$ cat src/rtl/pct_defines.svh
// constants of the counter timebase block: offsets, fields, resets, divisors
// assumes byte-wide registers on a plain strobe port
`ifndef PCT_DEFINES_SVH
`define PCT_DEFINES_SVH

// ------------------------------------------------------------
// register offsets
// ------------------------------------------------------------
`define PCT_OFF_COUNT_LOW 8'h00
`define PCT_OFF_COUNT_HIGH 8'h01
`define PCT_OFF_MODE 8'h02
`define PCT_OFF_STATUS 8'h03
`define PCT_OFF_CLEAR 8'h04
`define PCT_OFF_ENABLE 8'h05

// ------------------------------------------------------------
// field positions
// ------------------------------------------------------------
`define PCT_MODE_IDLE_BIT 7
`define PCT_MODE_SEL_MSB 3
`define PCT_MODE_SEL_LSB 1
`define PCT_IRQ_OVF_BIT 0

// ------------------------------------------------------------
// reset values
// ------------------------------------------------------------
`define PCT_COUNT_RST 16'h0000
`define PCT_SEL_RST 3'h0
`define PCT_IDLE_RST 1'b0
`define PCT_ENABLE_RST 1'b0

// ------------------------------------------------------------
// timing counts in system clocks or source edges
// ------------------------------------------------------------
`define PCT_DIV_SLOW 4'hC
`define PCT_DIV_MID 4'h4
`define PCT_DIV_OSC 4'h8
`define PCT_COUNT_MAX 16'hFFFF

`endif

$ cat src/rtl/pct_pkg.sv
// types of the counter timebase block
// assumes the constants header is included by the modules
package pct_pkg;

  // ------------------------------------------------------------
  // timebase select codes
  // ------------------------------------------------------------
  typedef enum logic [2:0] {
    PCT_TB_DIV12 = 3'h0,
    PCT_TB_DIV4 = 3'h1,
    PCT_TB_T0 = 3'h2,
    PCT_TB_EXT = 3'h3,
    PCT_TB_SYS = 3'h4,
    PCT_TB_XOSC = 3'h5,
    PCT_TB_LFO = 3'h6,
    PCT_TB_RSVD = 3'h7
  } pct_tb_sel_t;

  // ------------------------------------------------------------
  // register port request
  // ------------------------------------------------------------
  typedef struct packed {
    logic [7:0] addr;
    logic [7:0] wdata;
    logic wr;
    logic rd;
  } pct_bus_req_t;

endpackage

$ cat src/rtl/pct_edge_sync.sv
// three-stage synchroniser with debounced rise and fall pulses
// assumes the input toggles slower than a quarter of clk
`timescale 1ns/1ps

module pct_edge_sync (
  input wire logic clk,
  input wire logic rst,
  input wire logic ce,
  input wire logic async_in,
  output logic rise,
  output logic fall
);

  logic s1_r;
  logic s2_r;
  logic s3_r;
  logic lvl_r;
  wire agree = (s2_r == s3_r);

  // ------------------------------------------------------------
  // stages and settled level
  // ------------------------------------------------------------
  always_ff @(posedge clk) begin
    if (rst) begin
      s1_r <= 1'b0;
      s2_r <= 1'b0;
      s3_r <= 1'b0;
      lvl_r <= 1'b0;
    end else if (ce) begin
      s1_r <= async_in;
      s2_r <= s1_r;
      s3_r <= s2_r;
      if (agree) begin
        lvl_r <= s3_r;
      end
    end
  end

  // single-cycle pulses once the change has settled [RL12]
  assign rise = agree && s3_r && !lvl_r;
  assign fall = agree && !s3_r && lvl_r;

endmodule

$ cat src/rtl/pct_counter_timebase.sv
// 16-bit counter with selectable timebase, snapshot reads and overflow interrupt
// assumes a byte register port with read data one cycle after the strobe
//
// Overview of operation
// RL1: sixteen-bit up-counter seen as two bytes
// RL2: low-byte read snapshots high byte for later
// RL3: reads never disturb the counting
// RL4: software reads low byte before high byte
// RL5: codes 0,1,2,4 pick div12, div4, t0, clk
// RL6: code 3 counts falling external input edges
// RL7: codes 5,6 oscillator div8; 7 reserved
// RL8: wrap from maximum to zero sets overflow flag
// RL9: enabled overflow flag raises interrupt request
// RL10: flag stays set until software clears it
// RL11: idle suspend bit stops counting in idle
// RL12: async sources synchronised to single-cycle enables
// RL13: live count and advance pulse offered outward
//
// Local design decisions: the register offsets and the strobed register port.
`timescale 1ns/1ps
`include "pct_defines.svh"

module pct_counter_timebase #(
  parameter int PRESC_W = 4
) (
  input wire logic clk,
  input wire logic rst,
  input wire logic ce,
  input wire pct_pkg::pct_bus_req_t bus_req,
  output logic [7:0] rdata,
  input wire logic cpu_idle,
  input wire logic t0_ovf,
  input wire logic ext_count_input,
  input wire logic ext_osc_in,
  input wire logic lfo_osc_in,
  output logic irq,
  output logic [15:0] count_value,
  output logic count_adv
);

  // ------------------------------------------------------------
  // state
  // ------------------------------------------------------------
  logic [15:0] count_r;
  logic [15:0] count_nxt;
  logic [7:0] snap_r;
  pct_pkg::pct_tb_sel_t sel_r;
  logic idle_suspend_r;
  logic overflow_flag_r;
  logic overflow_flag_nxt;
  logic irq_en_r;
  logic [PRESC_W-1:0] presc_r;
  logic [2:0] xosc_div_r;
  logic [2:0] lfo_div_r;
  logic adv_r;
  logic irq_r;
  logic [7:0] rdata_r;

  // ------------------------------------------------------------
  // helpers
  // ------------------------------------------------------------
  function automatic logic div_hit(input logic [3:0] cnt, input logic [3:0] div);
    div_hit = (cnt >= div - 4'h1);
  endfunction

  function automatic logic tb_pick(input pct_pkg::pct_tb_sel_t sel,
                                   input logic slow, input logic mid,
                                   input logic t0, input logic ext,
                                   input logic xosc, input logic lfo);
    tb_pick = 1'b0;
    unique case (sel)
      pct_pkg::PCT_TB_DIV12: tb_pick = slow;
      pct_pkg::PCT_TB_DIV4: tb_pick = mid;
      pct_pkg::PCT_TB_T0: tb_pick = t0;
      pct_pkg::PCT_TB_EXT: tb_pick = ext;
      pct_pkg::PCT_TB_SYS: tb_pick = 1'b1;
      pct_pkg::PCT_TB_XOSC: tb_pick = xosc;
      pct_pkg::PCT_TB_LFO: tb_pick = lfo;
      pct_pkg::PCT_TB_RSVD: tb_pick = 1'b0;
    endcase
  endfunction

  // ------------------------------------------------------------
  // register decode
  // ------------------------------------------------------------
  wire rd_low = bus_req.rd && (bus_req.addr == `PCT_OFF_COUNT_LOW);
  wire rd_high = bus_req.rd && (bus_req.addr == `PCT_OFF_COUNT_HIGH);
  wire wr_low = bus_req.wr && (bus_req.addr == `PCT_OFF_COUNT_LOW);
  wire wr_high = bus_req.wr && (bus_req.addr == `PCT_OFF_COUNT_HIGH);
  wire wr_mode = bus_req.wr && (bus_req.addr == `PCT_OFF_MODE);
  wire wr_clear = bus_req.wr && (bus_req.addr == `PCT_OFF_CLEAR);
  wire wr_enable = bus_req.wr && (bus_req.addr == `PCT_OFF_ENABLE);
  wire wr_count = wr_low || wr_high;
  wire clr_ovf = wr_clear && bus_req.wdata[`PCT_IRQ_OVF_BIT];

  // ------------------------------------------------------------
  // timebase sources
  // ------------------------------------------------------------
  logic ext_fall;
  logic xosc_rise;
  logic lfo_rise;

  pct_edge_sync u_ext_sync (
    .clk(clk),
    .rst(rst),
    .ce(ce),
    .async_in(ext_count_input),
    .rise(),
    .fall(ext_fall)
  );

  pct_edge_sync u_xosc_sync (
    .clk(clk),
    .rst(rst),
    .ce(ce),
    .async_in(ext_osc_in),
    .rise(xosc_rise),
    .fall()
  );

  pct_edge_sync u_lfo_sync (
    .clk(clk),
    .rst(rst),
    .ce(ce),
    .async_in(lfo_osc_in),
    .rise(lfo_rise),
    .fall()
  );

  // idle suspension freezes the prescalers too [RL11]
  wire run = !(idle_suspend_r && cpu_idle);
  wire [3:0] presc_lim = (sel_r == pct_pkg::PCT_TB_DIV12) ? `PCT_DIV_SLOW : `PCT_DIV_MID;
  wire presc_hit = div_hit(4'(presc_r), presc_lim);
  wire slow_tick = presc_hit && (sel_r == pct_pkg::PCT_TB_DIV12);
  wire mid_tick = presc_hit && (sel_r == pct_pkg::PCT_TB_DIV4);
  wire xosc_tick = xosc_rise && div_hit({1'b0, xosc_div_r}, `PCT_DIV_OSC);
  wire lfo_tick = lfo_rise && div_hit({1'b0, lfo_div_r}, `PCT_DIV_OSC);

  // source selection [RL5] [RL6] [RL7]
  wire src_tick = tb_pick(sel_r, slow_tick, mid_tick, t0_ovf, ext_fall, xosc_tick, lfo_tick);
  wire adv = run && src_tick;
  wire wrap = adv && !wr_count && (count_r == `PCT_COUNT_MAX);

  // count update: reads play no part [RL1] [RL3]
  assign count_nxt = wr_low ? {count_r[15:8], bus_req.wdata} :
                     wr_high ? {bus_req.wdata, count_r[7:0]} :
                     adv ? count_r + 16'h0001 : count_r;

  // set wins over a same-cycle clear; only software clears [RL8] [RL10]
  assign overflow_flag_nxt = wrap || (overflow_flag_r && !clr_ovf);

  wire [7:0] mode_rd = {idle_suspend_r, 3'h0, sel_r, 1'b0};
  wire [7:0] read_mux = rd_high ? snap_r :
                        rd_low ? count_r[7:0] :
                        (bus_req.addr == `PCT_OFF_MODE) ? mode_rd :
                        (bus_req.addr == `PCT_OFF_STATUS) ? {7'h00, overflow_flag_r} :
                        (bus_req.addr == `PCT_OFF_ENABLE) ? {7'h00, irq_en_r} : 8'h00;

  // ------------------------------------------------------------
  // counter and snapshot
  // ------------------------------------------------------------
  always_ff @(posedge clk) begin
    if (rst) begin
      count_r <= `PCT_COUNT_RST;
      snap_r <= 8'h00;
      adv_r <= 1'b0;
    end else if (ce) begin
      count_r <= count_nxt;
      adv_r <= adv && !wr_count;
      if (rd_low) begin
        snap_r <= count_r[15:8]; // [RL2]
      end
    end
  end

  // ------------------------------------------------------------
  // prescalers
  // ------------------------------------------------------------
  always_ff @(posedge clk) begin
    if (rst) begin
      presc_r <= '0;
      xosc_div_r <= 3'h0;
      lfo_div_r <= 3'h0;
    end else if (ce && run) begin
      presc_r <= presc_hit ? '0 : presc_r + 1'b1;
      if (xosc_rise) begin
        xosc_div_r <= xosc_div_r + 3'h1;
      end
      if (lfo_rise) begin
        lfo_div_r <= lfo_div_r + 3'h1;
      end
    end
  end

  // ------------------------------------------------------------
  // control, flag, interrupt, read data
  // ------------------------------------------------------------
  always_ff @(posedge clk) begin
    if (rst) begin
      sel_r <= pct_pkg::pct_tb_sel_t'(`PCT_SEL_RST);
      idle_suspend_r <= `PCT_IDLE_RST;
      irq_en_r <= `PCT_ENABLE_RST;
      overflow_flag_r <= 1'b0;
      irq_r <= 1'b0;
      rdata_r <= 8'h00;
    end else if (ce) begin
      if (wr_mode) begin
        sel_r <= pct_pkg::pct_tb_sel_t'(bus_req.wdata[`PCT_MODE_SEL_MSB:`PCT_MODE_SEL_LSB]);
        idle_suspend_r <= bus_req.wdata[`PCT_MODE_IDLE_BIT];
      end
      if (wr_enable) begin
        irq_en_r <= bus_req.wdata[`PCT_IRQ_OVF_BIT];
      end
      overflow_flag_r <= overflow_flag_nxt;
      irq_r <= overflow_flag_r && irq_en_r; // [RL9]
      rdata_r <= bus_req.rd ? read_mux : 8'h00;
    end
  end

  assign count_value = count_r; // [RL13]
  assign count_adv = adv_r;
  assign irq = irq_r;
  assign rdata = rdata_r;
endmodule

$ cat config.mk
export PLATFORM = sky130hd
export DESIGN_NAME = pct_counter_timebase
export DESIGN_NICKNAME = d
export VERILOG_FILES = /design/src/rtl/pct_pkg.sv /design/src/rtl/pct_edge_sync.sv /design/src/rtl/pct_counter_timebase.sv
export VERILOG_INCLUDE_DIRS = /design/src /design/src/rtl
export SDC_FILE = /design/constraint.sdc
export NUM_CORES = 1
export LEC_CHECK = 0
export BUFFER_PORTS_ARGS = -buffer_cell sky130_fd_sc_hd__buf_4
export CORE_MARGIN = 5
export CORE_UTILIZATION = 63
export CTS_BUF_LIST = sky130_fd_sc_hd__clkbuf_8
export DETAILED_ROUTE_END_ITERATION = 16
export PLACE_DENSITY = 0.88
export SYNTH_ARGS = -nofsm -noshare
export SYNTH_HDL_FRONTEND = slang
export SYNTH_SLANG_ARGS = --single-unit
$ cat constraint.sdc
create_clock -name clk -period 4.25 [get_ports clk]
set_clock_uncertainty 0.05 [all_clocks]
set_input_delay 0.85 -clock clk [delete_from_list [all_inputs] [get_ports clk]]
set_output_delay 0.85 -clock clk [all_outputs]
set_load 0.02 [all_outputs]
==> results by group <==
Route
  • DR iter-0 viols: 370
  • DRT Pass-1 Iters: 6
  • WL/cell: ~18 um
  • Total wire length: around 9000 um
  • Drt drc: 0
  • Routed vias/inst: around 6.5
  • DR vias: 3,205
  • Post-route ant nets: 0

Cells and area
  • ANT cells: 0
  • Area Overhead vs Synth: 20.65%
  • Fill cells: 350
  • Fin nets: 460
  • Post-Layout Cell Count: roughly 500
  • Layout Utilization: 0.7966
  • Share of cells above drive strength 1: 0.2028
  • Post-Layout Inst Area: between 3000 and 4000 um^2

Timing
  • Final TNS setup: 0 ns
  • Final setup viols: 0
  • Final worst path period share: 0.7543
  • Minimum clock period: approximately 3.2 ns
  • Achievable Freq: 0.3119 GHz
  • Hold Fails Final Rpt: 0
  • Slew margin rel.: 0.1910
  • Slew at the pin closest to its max-slew limit: between 1 and 1.5 ns
  • Pins over their slew limit: 0
  • RSZ-0062 raised after global routing: false

Hold path
  • WHS Path Cells: 2
  • Min-Delay Startpoint: irq$_SDFFE_PP0P_
  • Class of the worst hold path: flip-flop to flip-flop
  • Hold endpoint: irq$_SDFFE_PP0P_

Clock tree
  • Clock-pin slew on the worst setup and hold paths: 0.08 ns
  • CTS tree: yes
  • Resize count post-CTS: 0
  • Max H-tree Level: 3
  • # Post-CTS Setup Buffers: 0
  • Post-CTS Hold Buffers: 0
  • Clk buf depth: 2
  • Clock sink total: 62
  • Clk_lat worst skew: between 0.3 and 0.4 ns
  • Root Driver: clkbuf_8
  • Inserted Clock Buffers: 9

Critical path
  • CP arrival: roughly 3.4 ns
  • Crit path max fanout: 12
  • Startpoint types: flip-flop
  • RR Startpoint: sel_r[0]$_SDFFE_PP0P_
  • Worst Reg-to-Reg Cells: 9
  • Worst path required time: around 4.5 ns
  • Setup Crit Path Kind: flip-flop to flip-flop
  • Worst flop-to-flop path endpoint: count_value[7]$_SDFFE_PP0P_
  • Critical Path Sink Type: flip-flop
  • Reg2reg setup slack: around 1.0 ns

Yosys
  • Sequential-to-total area share from yosys stat: 0.3902
  • Yosys reg bits: 62
  • Synth top area share: 0.3902
  • Post-synth EDFFs: 0
  • Yosys top cell by area: dfxtp_1
  • Main synth FF type: dfxtp_1
  • Synth unique cells: 60
  • Post-Synthesis Cell Area: between 3000 and 4000 um^2
  • Syn_nets: slightly above 400
  • Synth async-reset ratio: 0
  • Cells after Synth: 375
  • Syn Area/Cell: 8.481 um^2
  • Synth top area cells: dfxtp_1 39%, mux2i_1 6.3%, nor2_1 5.5%
  • Yosys warning count: 0

GRT
  • First-pass GRT wire length: between 10,000 and 15,000 um
  • Initial antenna violation count: 0
  • Gr usage total: 0.2888
  • Vias in the first global route: around 3,000
  • Pin count of the biggest net entering global routing: 55
  • Grt ovf: 0

Die
  • Die area: between 6000 and 7000 um^2
  • I/O pin cnt: 52
  • Core Region: between 4000 and 5000 um^2
  • # rows: 25
  • Starting Density: 0.6603
  • Die Span Y: approximately 81 um
  • Die width: between 80 and 90 um

Power and ir drop
  • Power Dens Cells: around 330 nW/um^2
  • Final total power: roughly 0.0013 W
  • Max IR drop VDD: between 200 and 300 uV
  • Leakage power: 1.532 nW

Placement
  • Dpl hpwl: 6179 um
  • Gpl congestion: slightly above 0.9
  • Placed cell area: around 3600 um^2
  • IO buf count: 51
  • Placed cells: 480

Status
  • Outcome: finished, final reports clean

Job
  • Max_cap viols: 0
## synthesized netlist by cell type, drive strengths merged (3+ instances only)
| cell | count |
|---|---|
| and4 | 4 |
| nand4 | 3 |
| nand3 | 20 |
| buf | 5 |
| nor3 | 13 |
| a211oi | 5 |
| mux2i | 20 |
| or3 | 6 |
| a22o | 5 |
| clkbuf | 13 |
| a31oi | 3 |
| nor2 | 48 |
| ha | 10 |
| nand2 | 30 |
| a21oi | 30 |
| inv | 6 |
| nor4 | 3 |
| nand3b | 7 |
| dfxtp | 62 |
| xor2 | 4 |
| nand2b | 3 |
| o21ai | 18 |
| and3 | 5 |
| xnor2 | 3 |
| a22oi | 14 |
## power by group
part | internal (W) | switching (W)
logic | 0.0000307 | 0.0000466
clock network | 0.000362 | 0.000247
registers | 0.000586 | 0.00000446
total | 0.000979 | 0.000298
## cells by family after synthesis
group                    count (synthesis)  share of synthesized area
AND/OR/NAND/NOR                        155                     0.2545
AO/OA/AOI/OAI                           96                     0.2002
flip-flops                              62                     0.3902
buffers and inverters                   25                    0.03343
multiplexers                            20                    0.06294
adder cells (fa/ha/maj)                 10                    0.03934
XOR/XNOR                                 7                    0.01928
## layout by cell type (no fill, tap or decap), types with 4 or more instances in the layout
cell	Yosys	routed
o21ai_0	17	17
nand2_1	30	30
nor3_2	4	4
ha_1	10	10
a22o_1	5	5
clkbuf_8	0	11
inv_1	6	6
buf_4	0	56
or3_1	4	4
mux2i_1	20	20
nand3_1	20	20
a211oi_1	5	5
nor2_1	47	47
a22oi_1	14	14
xor2_1	4	4
nor3_1	9	9
a21oi_1	30	30
nand3b_1	7	7
and3_1	5	5
dfxtp_1	62	62
## metrics by stage
| stage | worst slack [ns] | hold WS (ns) |
|---|---|---|
| after detailed placement | 0.8601 | 0.4091 |
| after global placement | 0.9655 | 0.4004 |
| after global routing | 0.7801 | 0.4504 |
| final | 1.044 | 0.4171 |
| after floorplan | 1.257 | 0.3832 |
| after CTS | 1.092 | 0.4213 |
## metal layers
layer,wire length (um),GRT usage
met1,3562,0.3647
met2,4101,0.4499
met3,1048,0.08315
met4,248,0.1436
met5,0,0
## sequential cells by signal, summed over array words and instances, names as in the netlist, 3 cells and up
signal,count
xosc_div_r,3
presc_r,4
lfo_div_r,3
sel_r,3
snap_r,8
count_value,16
rdata,8
## worst max path at each step
stage / start / end / slack, ns / cells after the start
2_1_floorplan: bus_req[15] / count_value[14]$_SDFFE_PP0P_ / 1.26 / 8
3_3_place_gp: bus_req[14] / count_value[7]$_SDFFE_PP0P_ / 0.97 / 7
3_5_place_dp: bus_req[15] / count_value[7]$_SDFFE_PP0P_ / 0.86 / 7
4_1_cts: sel_r[0]$_SDFFE_PP0P_ / count_value[7]$_SDFFE_PP0P_ / 1.09 / 9
5_1_grt: sel_r[0]$_SDFFE_PP0P_ / count_value[7]$_SDFFE_PP0P_ / 0.78 / 9
6_report: sel_r[0]$_SDFFE_PP0P_ / count_value[7]$_SDFFE_PP0P_ / 1.04 / 9
## worst max-delay path, cell delays in order, from the launching register on
cell and delay, ns:
dfxtp_1 0.38, or3_1 0.40, ha_1 0.28, o21ai_0 0.07, nand2b_1 0.11, o311ai_0 0.12, buf_4 0.19, o31ai_1 0.98
o21ai_0 0.23, a31o_2 0.31
## layout make-up
cell class                 instances  area [um^2]  area share
tap                               67        83.83     0.02185
inverter                           7        26.28    0.006847
timing repair buffer              56        420.4      0.1096
sequential                        62         1241      0.3234
clock buffer                      11        151.4     0.03945
multi-input combinational        288         1833      0.4777
clock inverter                     5        81.33     0.02119
No activity file was read; power rests on OpenSTA's default activity.
